$ cat src/rmt_cfg.svh
// Register offsets, reset values and timing counts for the rest-mode timing bank
`ifndef RMT_CFG_SVH
`define RMT_CFG_SVH
`define RMT_ADDR_CAPTURE 7'h12
`define RMT_ADDR_FWLOAD 7'h13
`define RMT_ADDR_RUN_DLY 7'h14
`define RMT_ADDR_R1_PER 7'h15
`define RMT_ADDR_R1_DLY 7'h16
`define RMT_ADDR_R2_PER 7'h17
`define RMT_ADDR_R2_DLY 7'h18
`define RMT_ADDR_R3_PER 7'h19
`define RMT_ADDR_FP_MAX_LO 7'h1a
`define RMT_ADDR_CONFIG2 7'h10
`define RMT_RST_CAPTURE 8'h00
`define RMT_RST_FWLOAD 8'h00
`define RMT_RST_RUN_DLY 8'h32
`define RMT_RST_R1_PER 8'h01
`define RMT_RST_R1_DLY 8'h1f
`define RMT_RST_R2_PER 8'h09
`define RMT_RST_R2_DLY 8'hbc
`define RMT_RST_R3_PER 8'h31
`define RMT_RST_FP_MAX_LO 8'hc0
`define RMT_RST_CONFIG2 8'h00
`define RMT_CFG2_FREST_HI 7
`define RMT_CFG2_FREST_LO 6
`define RMT_CFG2_REST_EN 5
`define RMT_CRC_START 8'h15
`define RMT_CLK_HZ 50000000
`define RMT_TICK_MS 10
`define RMT_TICK_CYCLES ((`RMT_CLK_HZ / 1000) * `RMT_TICK_MS)
`define RMT_R1_MULT 16
`define RMT_R2_MULT 32
`define RMT_CRC_TIME_MS 10
`define RMT_CRC_CYCLES ((`RMT_CLK_HZ / 1000) * `RMT_CRC_TIME_MS)
`endif

$ cat src/rmt_pkg.sv
// Types shared by the rest-mode timing bank
package rmt_pkg;
	typedef enum logic [1:0] {
		RMT_RUN = 2'b00,
		RMT_REST1 = 2'b01,
		RMT_REST2 = 2'b10,
		RMT_REST3 = 2'b11
	} rmt_mode_t;
	typedef struct packed {
		logic wr;
		logic rd;
		logic [6:0] addr;
		logic [7:0] wdata;
	} rmt_req_t;
	typedef struct packed {
		logic [1:0] force_rest;
		logic rest_en;
	} rmt_cfg_t;
endpackage

$ cat src/rmt_tick.sv
// Free-running divider giving one pulse per period
`timescale 1ns/100ps
module rmt_tick #(
	parameter int PERIOD = 500000
) (
	// Clock and reset
	input wire logic clk,
	input wire logic arst_n,
	// Tick out
	output logic tick
);
	if (PERIOD < 2) begin
		$error("PERIOD too small");
	end
	logic [31:0] cnt_reg;
	always_ff @(posedge clk or negedge arst_n) begin
		if (!arst_n) begin
			cnt_reg <= 32'h0;
			tick <= 1'b0;
		end else if (cnt_reg == 32'(PERIOD - 1)) begin
			cnt_reg <= 32'h0;
			tick <= 1'b1;
		end else begin
			cnt_reg <= cnt_reg + 32'h1;
			tick <= 1'b0;
		end
	end
endmodule

$ cat src/rmt_frame_timer.sv
// Counts ticks and pulses when a programmed count is reached
`timescale 1ns/100ps
module rmt_frame_timer #(
	parameter int W = 16
) (
	// Clock and reset
	input wire logic clk,
	input wire logic arst_n,
	// Control
	input wire logic restart,
	input wire logic tick,
	input wire logic [W-1:0] limit,
	// Result
	output logic done
);
	if (W < 1) begin
		$error("W too small");
	end
	logic [W-1:0] cnt_reg;
	always_ff @(posedge clk or negedge arst_n) begin
		if (!arst_n) begin
			cnt_reg <= '0;
			done <= 1'b0;
		end else if (restart) begin
			cnt_reg <= '0;
			done <= 1'b0;
		end else if (tick) begin
			if (cnt_reg + W'(1) >= limit) begin
				cnt_reg <= '0;
				done <= 1'b1;
			end else begin
				cnt_reg <= cnt_reg + W'(1);
				done <= 1'b0;
			end
		end else begin
			done <= 1'b0;
		end
	end
endmodule

$ cat src/rmt_regs.sv
// Rest-mode timing register bank with frame capture and firmware load triggers
//
// Overview of operation
// - Capture write grabs next frame into RAM
// - Capture write clobbers firmware, stops navigation
// - Firmware trigger write-only, reset zero, starts
// - CRC test halts navigation; controller stays quiet
// - Run to Rest1 after delay byte times 10ms
// - Run delay timed from system clock
// - Rest1 frame period (byte+1) times 10ms
// - Rest1 to Rest2 after byte*16 Rest1 periods
// - Rest2 frame period (byte+1) times 10ms
// - Rest2 to Rest3 after byte*32 Rest2 periods
// - Rest3 frame period (byte+1) times 10ms
// - Rest timing from 100 Hz hibernate tick
// - Rest modes only while rest enable set
// - Force-rest field holds chosen rest mode
// - Step down without motion, motion returns Run
`timescale 1ns/100ps
`include "rmt_cfg.svh"
module rmt_regs #(
	parameter int TICK_CYCLES = `RMT_TICK_CYCLES,
	parameter int HIB_CYCLES = `RMT_TICK_CYCLES,
	parameter int CRC_CYCLES = `RMT_CRC_CYCLES
) (
	// Clock and reset
	input wire logic clk,
	input wire logic arst_n,
	// Register port from serial interface
	input wire rmt_pkg::rmt_req_t req,
	output logic [7:0] rdata,
	// Configuration from second configuration register
	input wire rmt_pkg::rmt_cfg_t cfg,
	// Core status and requests
	input wire logic motion,
	input wire logic frame_done,
	output logic [1:0] mode,
	output logic frame_req,
	output logic nav_en,
	output logic capture_arm,
	output logic fw_load_start,
	output logic crc_start,
	output logic crc_busy,
	output logic [7:0] frame_period_ceiling_bits
);
	if (TICK_CYCLES < 2 || HIB_CYCLES < 2 || CRC_CYCLES < 2) begin
		$error("Counts too small");
	end

	logic [7:0] run_dly_reg, r1_per_reg, r1_dly_reg, r2_per_reg, r2_dly_reg, r3_per_reg;
	logic [7:0] capture_trigger_bits;
	logic [7:0] fp_max_lo_reg;
	rmt_pkg::rmt_mode_t mode_reg, mode_next;
	logic wr_capture, wr_fwload;
	logic sys_tick, hib_tick;
	logic run_done, rest_frame, rest_dly_done;
	logic mode_chg, restart_dly;
	logic [8:0] per_limit;
	logic [12:0] dly_limit;
	logic [31:0] crc_cnt_reg;

	assign wr_capture = req.wr && req.addr == `RMT_ADDR_CAPTURE;
	assign wr_fwload = req.wr && req.addr == `RMT_ADDR_FWLOAD;

	// Writable registers
	always_ff @(posedge clk or negedge arst_n) begin
		if (!arst_n) begin
			capture_trigger_bits <= `RMT_RST_CAPTURE;
			run_dly_reg <= `RMT_RST_RUN_DLY;
			r1_per_reg <= `RMT_RST_R1_PER;
			r1_dly_reg <= `RMT_RST_R1_DLY;
			r2_per_reg <= `RMT_RST_R2_PER;
			r2_dly_reg <= `RMT_RST_R2_DLY;
			r3_per_reg <= `RMT_RST_R3_PER;
			fp_max_lo_reg <= `RMT_RST_FP_MAX_LO;
		end else if (req.wr) begin
			case (req.addr)
				`RMT_ADDR_CAPTURE: capture_trigger_bits <= req.wdata;
				`RMT_ADDR_RUN_DLY: run_dly_reg <= req.wdata;
				`RMT_ADDR_R1_PER: r1_per_reg <= req.wdata;
				`RMT_ADDR_R1_DLY: r1_dly_reg <= req.wdata;
				`RMT_ADDR_R2_PER: r2_per_reg <= req.wdata;
				`RMT_ADDR_R2_DLY: r2_dly_reg <= req.wdata;
				`RMT_ADDR_R3_PER: r3_per_reg <= req.wdata;
				`RMT_ADDR_FP_MAX_LO: fp_max_lo_reg <= req.wdata;
				default: ;
			endcase
		end
	end

	// Read data; firmware trigger is write-only and reads zero
	always_ff @(posedge clk or negedge arst_n) begin
		if (!arst_n) begin
			rdata <= 8'h00;
		end else if (req.rd) begin
			case (req.addr)
				`RMT_ADDR_CAPTURE: rdata <= capture_trigger_bits;
				`RMT_ADDR_RUN_DLY: rdata <= run_dly_reg;
				`RMT_ADDR_R1_PER: rdata <= r1_per_reg;
				`RMT_ADDR_R1_DLY: rdata <= r1_dly_reg;
				`RMT_ADDR_R2_PER: rdata <= r2_per_reg;
				`RMT_ADDR_R2_DLY: rdata <= r2_dly_reg;
				`RMT_ADDR_R3_PER: rdata <= r3_per_reg;
				`RMT_ADDR_FP_MAX_LO: rdata <= fp_max_lo_reg;
				default: rdata <= 8'h00;
			endcase
		end
	end

	always_ff @(posedge clk or negedge arst_n) begin
		if (!arst_n) begin
			frame_period_ceiling_bits <= `RMT_RST_FP_MAX_LO;
		end else begin
			frame_period_ceiling_bits <= fp_max_lo_reg;
		end
	end

	// Capture arms a frame grab; firmware stays clobbered until reset
	always_ff @(posedge clk or negedge arst_n) begin
		if (!arst_n) begin
			capture_arm <= 1'b0;
		end else if (wr_capture) begin
			capture_arm <= 1'b1;
		end else if (frame_done) begin
			capture_arm <= 1'b0;
		end
	end

	// Firmware load and CRC test launch
	always_ff @(posedge clk or negedge arst_n) begin
		if (!arst_n) begin
			fw_load_start <= 1'b0;
			crc_start <= 1'b0;
		end else begin
			fw_load_start <= wr_fwload && req.wdata != `RMT_CRC_START;
			crc_start <= wr_fwload && req.wdata == `RMT_CRC_START;
		end
	end

	always_ff @(posedge clk or negedge arst_n) begin
		if (!arst_n) begin
			crc_busy <= 1'b0;
			crc_cnt_reg <= 32'h0;
		end else if (wr_fwload && req.wdata == `RMT_CRC_START) begin
			crc_busy <= 1'b1;
			crc_cnt_reg <= 32'h0;
		end else if (crc_busy) begin
			if (crc_cnt_reg == 32'(CRC_CYCLES - 1)) begin
				crc_busy <= 1'b0;
			end
			crc_cnt_reg <= crc_cnt_reg + 32'h1;
		end
	end

	// Navigation stops on capture and while CRC runs
	logic fw_lost_reg;
	always_ff @(posedge clk or negedge arst_n) begin
		if (!arst_n) begin
			fw_lost_reg <= 1'b0;
			nav_en <= 1'b1;
		end else begin
			if (wr_capture) begin
				fw_lost_reg <= 1'b1;
			end
			nav_en <= !(fw_lost_reg || wr_capture || crc_busy ||
				(wr_fwload && req.wdata == `RMT_CRC_START));
		end
	end

	// Timebases
	rmt_tick #(.PERIOD(TICK_CYCLES)) u_sys_tick (
		.clk(clk),
		.arst_n(arst_n),
		.tick(sys_tick)
	);
	rmt_tick #(.PERIOD(HIB_CYCLES)) u_hib_tick (
		.clk(clk),
		.arst_n(arst_n),
		.tick(hib_tick)
	);

	// Frame period and downshift delay selection
	always_comb begin
		case (mode_reg)
			rmt_pkg::RMT_REST1: begin
				per_limit = {1'b0, r1_per_reg} + 9'h1;
				dly_limit = {r1_dly_reg, 5'h0} >> 1;
			end
			rmt_pkg::RMT_REST2: begin
				per_limit = {1'b0, r2_per_reg} + 9'h1;
				dly_limit = {r2_dly_reg, 5'h0};
			end
			rmt_pkg::RMT_REST3: begin
				per_limit = {1'b0, r3_per_reg} + 9'h1;
				dly_limit = 13'h0;
			end
			default: begin
				per_limit = 9'h1;
				dly_limit = 13'h0;
			end
		endcase
	end

	assign mode_chg = mode_next != mode_reg;
	assign restart_dly = motion || mode_chg;

	rmt_frame_timer #(.W(9)) u_run_dly (
		.clk(clk),
		.arst_n(arst_n),
		.restart(restart_dly || mode_reg != rmt_pkg::RMT_RUN),
		.tick(sys_tick),
		.limit({1'b0, run_dly_reg}),
		.done(run_done)
	);
	rmt_frame_timer #(.W(9)) u_rest_frame (
		.clk(clk),
		.arst_n(arst_n),
		.restart(mode_chg || mode_reg == rmt_pkg::RMT_RUN),
		.tick(hib_tick),
		.limit(per_limit),
		.done(rest_frame)
	);
	rmt_frame_timer #(.W(13)) u_rest_dly (
		.clk(clk),
		.arst_n(arst_n),
		.restart(restart_dly || mode_reg == rmt_pkg::RMT_RUN),
		.tick(rest_frame),
		.limit(dly_limit),
		.done(rest_dly_done)
	);

	// Mode selection
	always_comb begin
		mode_next = mode_reg;
		if (!cfg.rest_en) begin
			mode_next = rmt_pkg::RMT_RUN;
		end else if (cfg.force_rest != 2'b00) begin
			mode_next = rmt_pkg::rmt_mode_t'(cfg.force_rest);
		end else if (motion) begin
			mode_next = rmt_pkg::RMT_RUN;
		end else begin
			case (mode_reg)
				rmt_pkg::RMT_RUN: if (run_done && run_dly_reg != 8'h00) mode_next = rmt_pkg::RMT_REST1;
				rmt_pkg::RMT_REST1: if (rest_dly_done && r1_dly_reg != 8'h00) mode_next = rmt_pkg::RMT_REST2;
				rmt_pkg::RMT_REST2: if (rest_dly_done && r2_dly_reg != 8'h00) mode_next = rmt_pkg::RMT_REST3;
				rmt_pkg::RMT_REST3: mode_next = rmt_pkg::RMT_REST3;
				default: mode_next = rmt_pkg::RMT_RUN;
			endcase
		end
	end

	always_ff @(posedge clk or negedge arst_n) begin
		if (!arst_n) begin
			mode_reg <= rmt_pkg::RMT_RUN;
			mode <= 2'b00;
			frame_req <= 1'b0;
		end else begin
			mode_reg <= mode_next;
			mode <= mode_next;
			frame_req <= rest_frame && mode_reg != rmt_pkg::RMT_RUN;
		end
	end

	AST_CRC_NAV: assert property (@(posedge clk) disable iff (!arst_n)
		crc_busy |-> !nav_en) else $error("Navigation during CRC test");
	AST_CAPTURE_STOP: assert property (@(posedge clk) disable iff (!arst_n)
		wr_capture |=> ##1 !nav_en [*4]) else $error("Capture did not stop navigation");
	AST_CAPTURE_ARM: assert property (@(posedge clk) disable iff (!arst_n)
		wr_capture |=> capture_arm) else $error("Capture not armed");
	AST_CAPTURE_CLR: assert property (@(posedge clk) disable iff (!arst_n)
		(frame_done && !wr_capture) |=> !capture_arm) else $error("Capture not cleared");
	AST_NAV_LOST: assert property (@(posedge clk) disable iff (!arst_n)
		fw_lost_reg |-> !nav_en) else $error("Navigation with firmware lost");
	AST_CRC_START: assert property (@(posedge clk) disable iff (!arst_n)
		(wr_fwload && req.wdata == `RMT_CRC_START) |=> crc_start && !fw_load_start && crc_busy)
		else $error("CRC test not started");
	AST_FW_START: assert property (@(posedge clk) disable iff (!arst_n)
		(wr_fwload && req.wdata != `RMT_CRC_START) |=> fw_load_start && !crc_start)
		else $error("Download not started");
	AST_WO_READ: assert property (@(posedge clk) disable iff (!arst_n)
		(req.rd && req.addr == `RMT_ADDR_FWLOAD) |=> rdata == 8'h00)
		else $error("Write-only register read back");
	AST_CRC_HOLD: assert property (@(posedge clk) disable iff (!arst_n)
		(crc_busy && crc_cnt_reg < 32'(CRC_CYCLES - 1)) |=> crc_busy)
		else $error("CRC test ended early");
	AST_CRC_END: assert property (@(posedge clk) disable iff (!arst_n)
		($fell(crc_busy) && !fw_lost_reg && !wr_capture && !wr_fwload) |=> nav_en)
		else $error("Navigation not resumed after CRC test");
	AST_REST_OFF: assert property (@(posedge clk) disable iff (!arst_n)
		!cfg.rest_en |=> mode_reg == rmt_pkg::RMT_RUN) else $error("Rest mode while disabled");
	AST_FORCE: assert property (@(posedge clk) disable iff (!arst_n)
		(cfg.rest_en && cfg.force_rest != 2'b00) |=> mode_reg == $past(cfg.force_rest))
		else $error("Forced rest mode not held");
	AST_MOTION_RUN: assert property (@(posedge clk) disable iff (!arst_n)
		(cfg.rest_en && cfg.force_rest == 2'b00 && motion) |=> mode_reg == rmt_pkg::RMT_RUN)
		else $error("Motion did not return to run");
	AST_RUN_DOWN: assert property (@(posedge clk) disable iff (!arst_n)
		(mode_reg == rmt_pkg::RMT_RUN && $past(mode_reg) != rmt_pkg::RMT_RUN) |-> ##1
		(mode_reg == rmt_pkg::RMT_RUN || $past(cfg.force_rest) != 2'b00))
		else $error("Run left too early");
	AST_STEP: assert property (@(posedge clk) disable iff (!arst_n)
		(mode_reg == rmt_pkg::RMT_REST1 && $past(mode_reg) == rmt_pkg::RMT_RUN && !cfg.force_rest[1])
		|-> $past(run_done) || $past(cfg.force_rest) == 2'b01) else $error("Bad step to rest one");
	AST_STEP_TWO: assert property (@(posedge clk) disable iff (!arst_n)
		(mode_reg == rmt_pkg::RMT_REST2 && $past(mode_reg) == rmt_pkg::RMT_REST1 &&
		$past(cfg.force_rest) == 2'b00) |-> $past(rest_dly_done))
		else $error("Bad step to rest two");
	AST_STEP_THREE: assert property (@(posedge clk) disable iff (!arst_n)
		(mode_reg == rmt_pkg::RMT_REST3 && $past(mode_reg) == rmt_pkg::RMT_REST2 &&
		$past(cfg.force_rest) == 2'b00) |-> $past(rest_dly_done))
		else $error("Bad step to rest three");
	AST_FRAME: assert property (@(posedge clk) disable iff (!arst_n)
		frame_req |-> $past(mode_reg) != rmt_pkg::RMT_RUN && $past(hib_tick, 2))
		else $error("Rest frame in run");
endmodule

$ cat config.mk
export PLATFORM = sky130hd
export DESIGN_NAME = rmt_regs
export DESIGN_NICKNAME = d
export VERILOG_FILES = /design/src/rmt_pkg.sv /design/src/rmt_tick.sv /design/src/rmt_frame_timer.sv /design/src/rmt_regs.sv
export VERILOG_INCLUDE_DIRS = /design/src
export SDC_FILE = /design/constraint.sdc
export NUM_CORES = 1
export LEC_CHECK = 0
export BUFFER_PORTS_ARGS = -buffer_cell sky130_fd_sc_hd__buf_4
export CAP_MARGIN = 20
export CORE_MARGIN = 2
export CORE_UTILIZATION = 35
export DETAILED_ROUTE_END_ITERATION = 16
export GPL_ROUTABILITY_DRIVEN = 0
export MAX_ROUTING_LAYER = met4
export PLACE_DENSITY_LB_ADDON = 0.3
export SLEW_MARGIN = 20
export SYNTH_ARGS = -nofsm -noshare
export SYNTH_HDL_FRONTEND = slang
export SYNTH_SLANG_ARGS = --single-unit
$ cat constraint.sdc
create_clock -name clk -period 9.35 [get_ports clk]
set_input_delay 1.4025 -clock clk [delete_from_list [all_inputs] [get_ports clk]]
set_output_delay 1.4025 -clock clk [all_outputs]
set_load 0.01 [all_outputs]
==> results.sh <==
export IMPL_critPathMaxStageDelay_ps=460
export IMPL_max_cap_viol_count=0
export IMPL_crit_required_ps=9790
export IMPL_cp_max_fo=19
export IMPL_grt_usage=0.163
export IMPL_multi_input_comb_area_um2=5880
export IMPL_ys_ff_latch=221
export IMPL_rrSetupSlack_ps=5010
export IMPL_clkTransAtPathRegs_ps=60
export IMPL_drive_gt1_frac=0.165
export IMPL_die_w_um=187
export IMPL_synth_top_area_share=0.421
export IMPL_slew_violations=0
export IMPL_arrival_ps=4790
export IMPL_root_buffer="clkbuf_16"
export IMPL_cts_buffer_depth=3
export IMPL_r2r_start="mode_reg[0]$_DFF_PN0_"
export IMPL_drcViolationCount=0
export IMPL_max_freq_mhz=230
export IMPL_min_path_type="flip-flop to flip-flop"
export IMPL_setup_worst_path_class="flip-flop to flip-flop"
export IMPL_peakVddDrop_v=0.000126
export IMPL_routed_via_density=5.33
export IMPL_syn_inst=1125
export IMPL_setup_viol=0
export IMPL_wire_per_inst_um=16.8
export IMPL_worstSetupEndpointType="flip-flop"
export IMPL_start_util=0.358
export IMPL_insertion_delay_ps=520
export IMPL_h_tree_depth=1
export IMPL_crit_slowest_cell="ha_1"
export IMPL_hold_viol_final=0
export IMPL_worst_r2r_endpoint="u_rest_frame.cnt_reg[6]$_DFFE_PN0P_"
export IMPL_status="finished, final reports clean"
export IMPL_grt_overflow=0
export IMPL_drt_initial_drc_count=609
export IMPL_core_rowCount=66
export IMPL_vias=8720
export IMPL_hpwl_um=18900
export IMPL_seq_area_frac_synth=0.475
export IMPL_worst_r2r_path_depth=14
export IMPL_ant_nets=0
export IMPL_ys_top_cells_by_area="dfrtp_1 42%, mux2_2 5.6%, dfstp_2 5.4%"
export IMPL_post_cts_buffers=0
export IMPL_synth_flop_cell="dfrtp_1"
export IMPL_fillers=3240
export IMPL_first_pass_iters=5
export IMPL_p_leak_nw=5.85
export IMPL_path_cells="inv_1, ha_1, nor2_1, a21o_1, nor3b_1, a21oi_1, a211o_1, ha_1, a21o_1, a211oi_1, inv_1, o21ai_0, nand4b_1, a31oi_1"
export IMPL_area_delta_synth_final_pct=15.6
export IMPL_ctsHoldBuffers=0
export IMPL_cts_tree="yes"
export IMPL_synth_largest_area_cell="dfrtp_1"
export IMPL_avgSynthCellArea_um2=10.4
export IMPL_grt_pass1_vias=8647
export IMPL_netlist_area_um2=11700
export IMPL_relSlewSlack=0.353
export IMPL_start_kind="flip-flop"
export IMPL_yosysWarningCount=0
export IMPL_cts_buffers=25
export IMPL_power_density_nw_per_um2=172
export IMPL_synth_edff_count=0
export IMPL_ctsResizeCount=0
export IMPL_layout_nets=1235
export IMPL_fin_util=0.414
export IMPL_setup_tns_ps=0
export IMPL_cts_sinks=221
export IMPL_seq_area_um2=5560
export IMPL_crit_start="mode_reg[0]$_DFF_PN0_"
export IMPL_grt_antenna_before_repair=3
export IMPL_tightest_slew_ps=963
export IMPL_portBuffers=47
export IMPL_grt_max_degree=85
export IMPL_rsz0062_at_grt="false"
export IMPL_min_period_ps=4340
export IMPL_wirelength_um=27500
export IMPL_ios=48
export IMPL_grt_pass1_wl_um=46300
export IMPL_synthArstFlopShare=1.00
export IMPL_endpoint="u_rest_frame.cnt_reg[6]$_DFFE_PN0P_"
export IMPL_coreArea_um2=32700
export IMPL_fin_crit_sh=0.465
export IMPL_fp_dieH_um=187
export IMPL_synth_fp_nets=1187
export IMPL_synthDistinctLibCells=62
export IMPL_clock_skew_ps=13.4
export IMPL_die_area_um2=34900
[cells in the mapped netlist, types with 11 or more instances]
library cell	n
dfrtp_1	197
xnor2_1	61
clkbuf_1	28
and3_1	26
a21oi_1	26
nand2_1	77
inv_1	40
nand4_1	35
nand2b_1	19
a22o_1	14
ha_1	38
mux2_2	58
xor2_1	50
nand3_1	59
nor3_1	49
a221oi_1	11
o21ai_0	37
dfstp_2	24
nor4_1	20
nor2b_1	14
nor2_1	81
[metal layers]
| layer | share of wire | vias up | GRT usage | wire length [um] |
|---|---|---|---|---|
| li1 | - | 4192 | - | - |
| met1 | 0.47 | 4343 | 0.221 | 13000 |
| met2 | 0.47 | 140 | 0.257 | 12900 |
| met3 | 0.033 | 45 | 0.0221 | 907 |
| met4 | 0.022 | 0 | 0.0455 | 597 |
| met5 | 0 | - | - | 0 |
[cells in the final DEF, fill, tap and decap left out, drive strengths merged, types with 11 or more instances in the layout]
| cell type | count |
|---|---|
| ha | 38 |
| inv | 40 |
| nand3 | 59 |
| xnor2 | 61 |
| nor2b | 14 |
| clkbuf | 32 |
| nand2 | 77 |
| nor3 | 49 |
| buf | 54 |
| nor4 | 23 |
| and3 | 26 |
| o21ai | 39 |
| a221oi | 11 |
| a21oi | 26 |
| nor2 | 81 |
| mux2 | 58 |
| dfrtp | 197 |
| nand4 | 35 |
| dfstp | 24 |
| a22o | 14 |
| nand2b | 19 |
| xor2 | 50 |
[cells by family after synthesis]
family | Yosys count | synth area share
fa+ha+maj | 38 | 0.0406
mux | 75 | 0.0789
compound gates | 164 | 0.0978
flops | 221 | 0.475
simple gates | 443 | 0.201
xor+xnor | 111 | 0.0831
buf+inv | 73 | 0.0236
[power breakdown]
group | leakage (nW) | internal, W | switching (W)
Clock | 0.475 | 0.000729 | 0.000405
Sequential | 2.79 | 0.000996 | 0.0000332
Combinational | 2.58 | 0.0000668 | 0.0000981
[cell type report]
cell class,count,area share
timing repair buffer,54,0.0311
clock buffer,32,0.0526
clock inverter,13,0.0183
sequential,221,0.411
antenna,2,0.000370
inverter,40,0.0111
multi-input combinational,831,0.435
tap,442,0.0409
[critical path: cells and delay by family, from the launching register on]
family | cells | cell delay, ps
DFF | 1 | 430
and+or+nand+nor | 3 | 1060
buffers and inverters | 2 | 250
AOI/OAI and AO/OA | 7 | 1770
adders and majority gates | 2 | 750
[how the worst min path moves through the flow]
| stage | start | end | slack, ps | depth (start not counted) |
|---|---|---|---|---|
| after floorplan | fp_max_lo_reg[6]$_DFFE_PN1P_ | frame_period_ceiling_bits[6]$_DFF_PN1_ | 360 | 0 |
| after CTS | fp_max_lo_reg[7]$_DFFE_PN1P_ | frame_period_ceiling_bits[7]$_DFF_PN1_ | 400 | 0 |
| after detailed placement | fp_max_lo_reg[7]$_DFFE_PN1P_ | frame_period_ceiling_bits[7]$_DFF_PN1_ | 390 | 0 |
| after global placement | fp_max_lo_reg[7]$_DFFE_PN1P_ | frame_period_ceiling_bits[7]$_DFF_PN1_ | 380 | 0 |
| after global routing | fp_max_lo_reg[6]$_DFFE_PN1P_ | frame_period_ceiling_bits[6]$_DFF_PN1_ | 410 | 0 |
| final | fp_max_lo_reg[7]$_DFFE_PN1P_ | frame_period_ceiling_bits[7]$_DFF_PN1_ | 400 | 0 |
[per-stage QoR]
| stage | total power [W] | hold WS [ps] | worst slack (ps) | instances | area, um^2 |
|---|---|---|---|---|---|
| floorplan | 0.00113 | 359 | 5650 | 1125 | 11700 |
| global placement | 0.00121 | 382 | 5170 | 1588 | 12500 |
| detailed placement | 0.00121 | 388 | 5080 | 1588 | 12500 |
| CTS | 0.00236 | 400 | 5030 | 1633 | 13500 |
| global route | 0.00242 | 407 | 4610 | 1635 | 13500 |
| finish | 0.00233 | 403 | 5010 | 1635 | 13500 |
No activity file was read; power rests on OpenSTA's default activity.
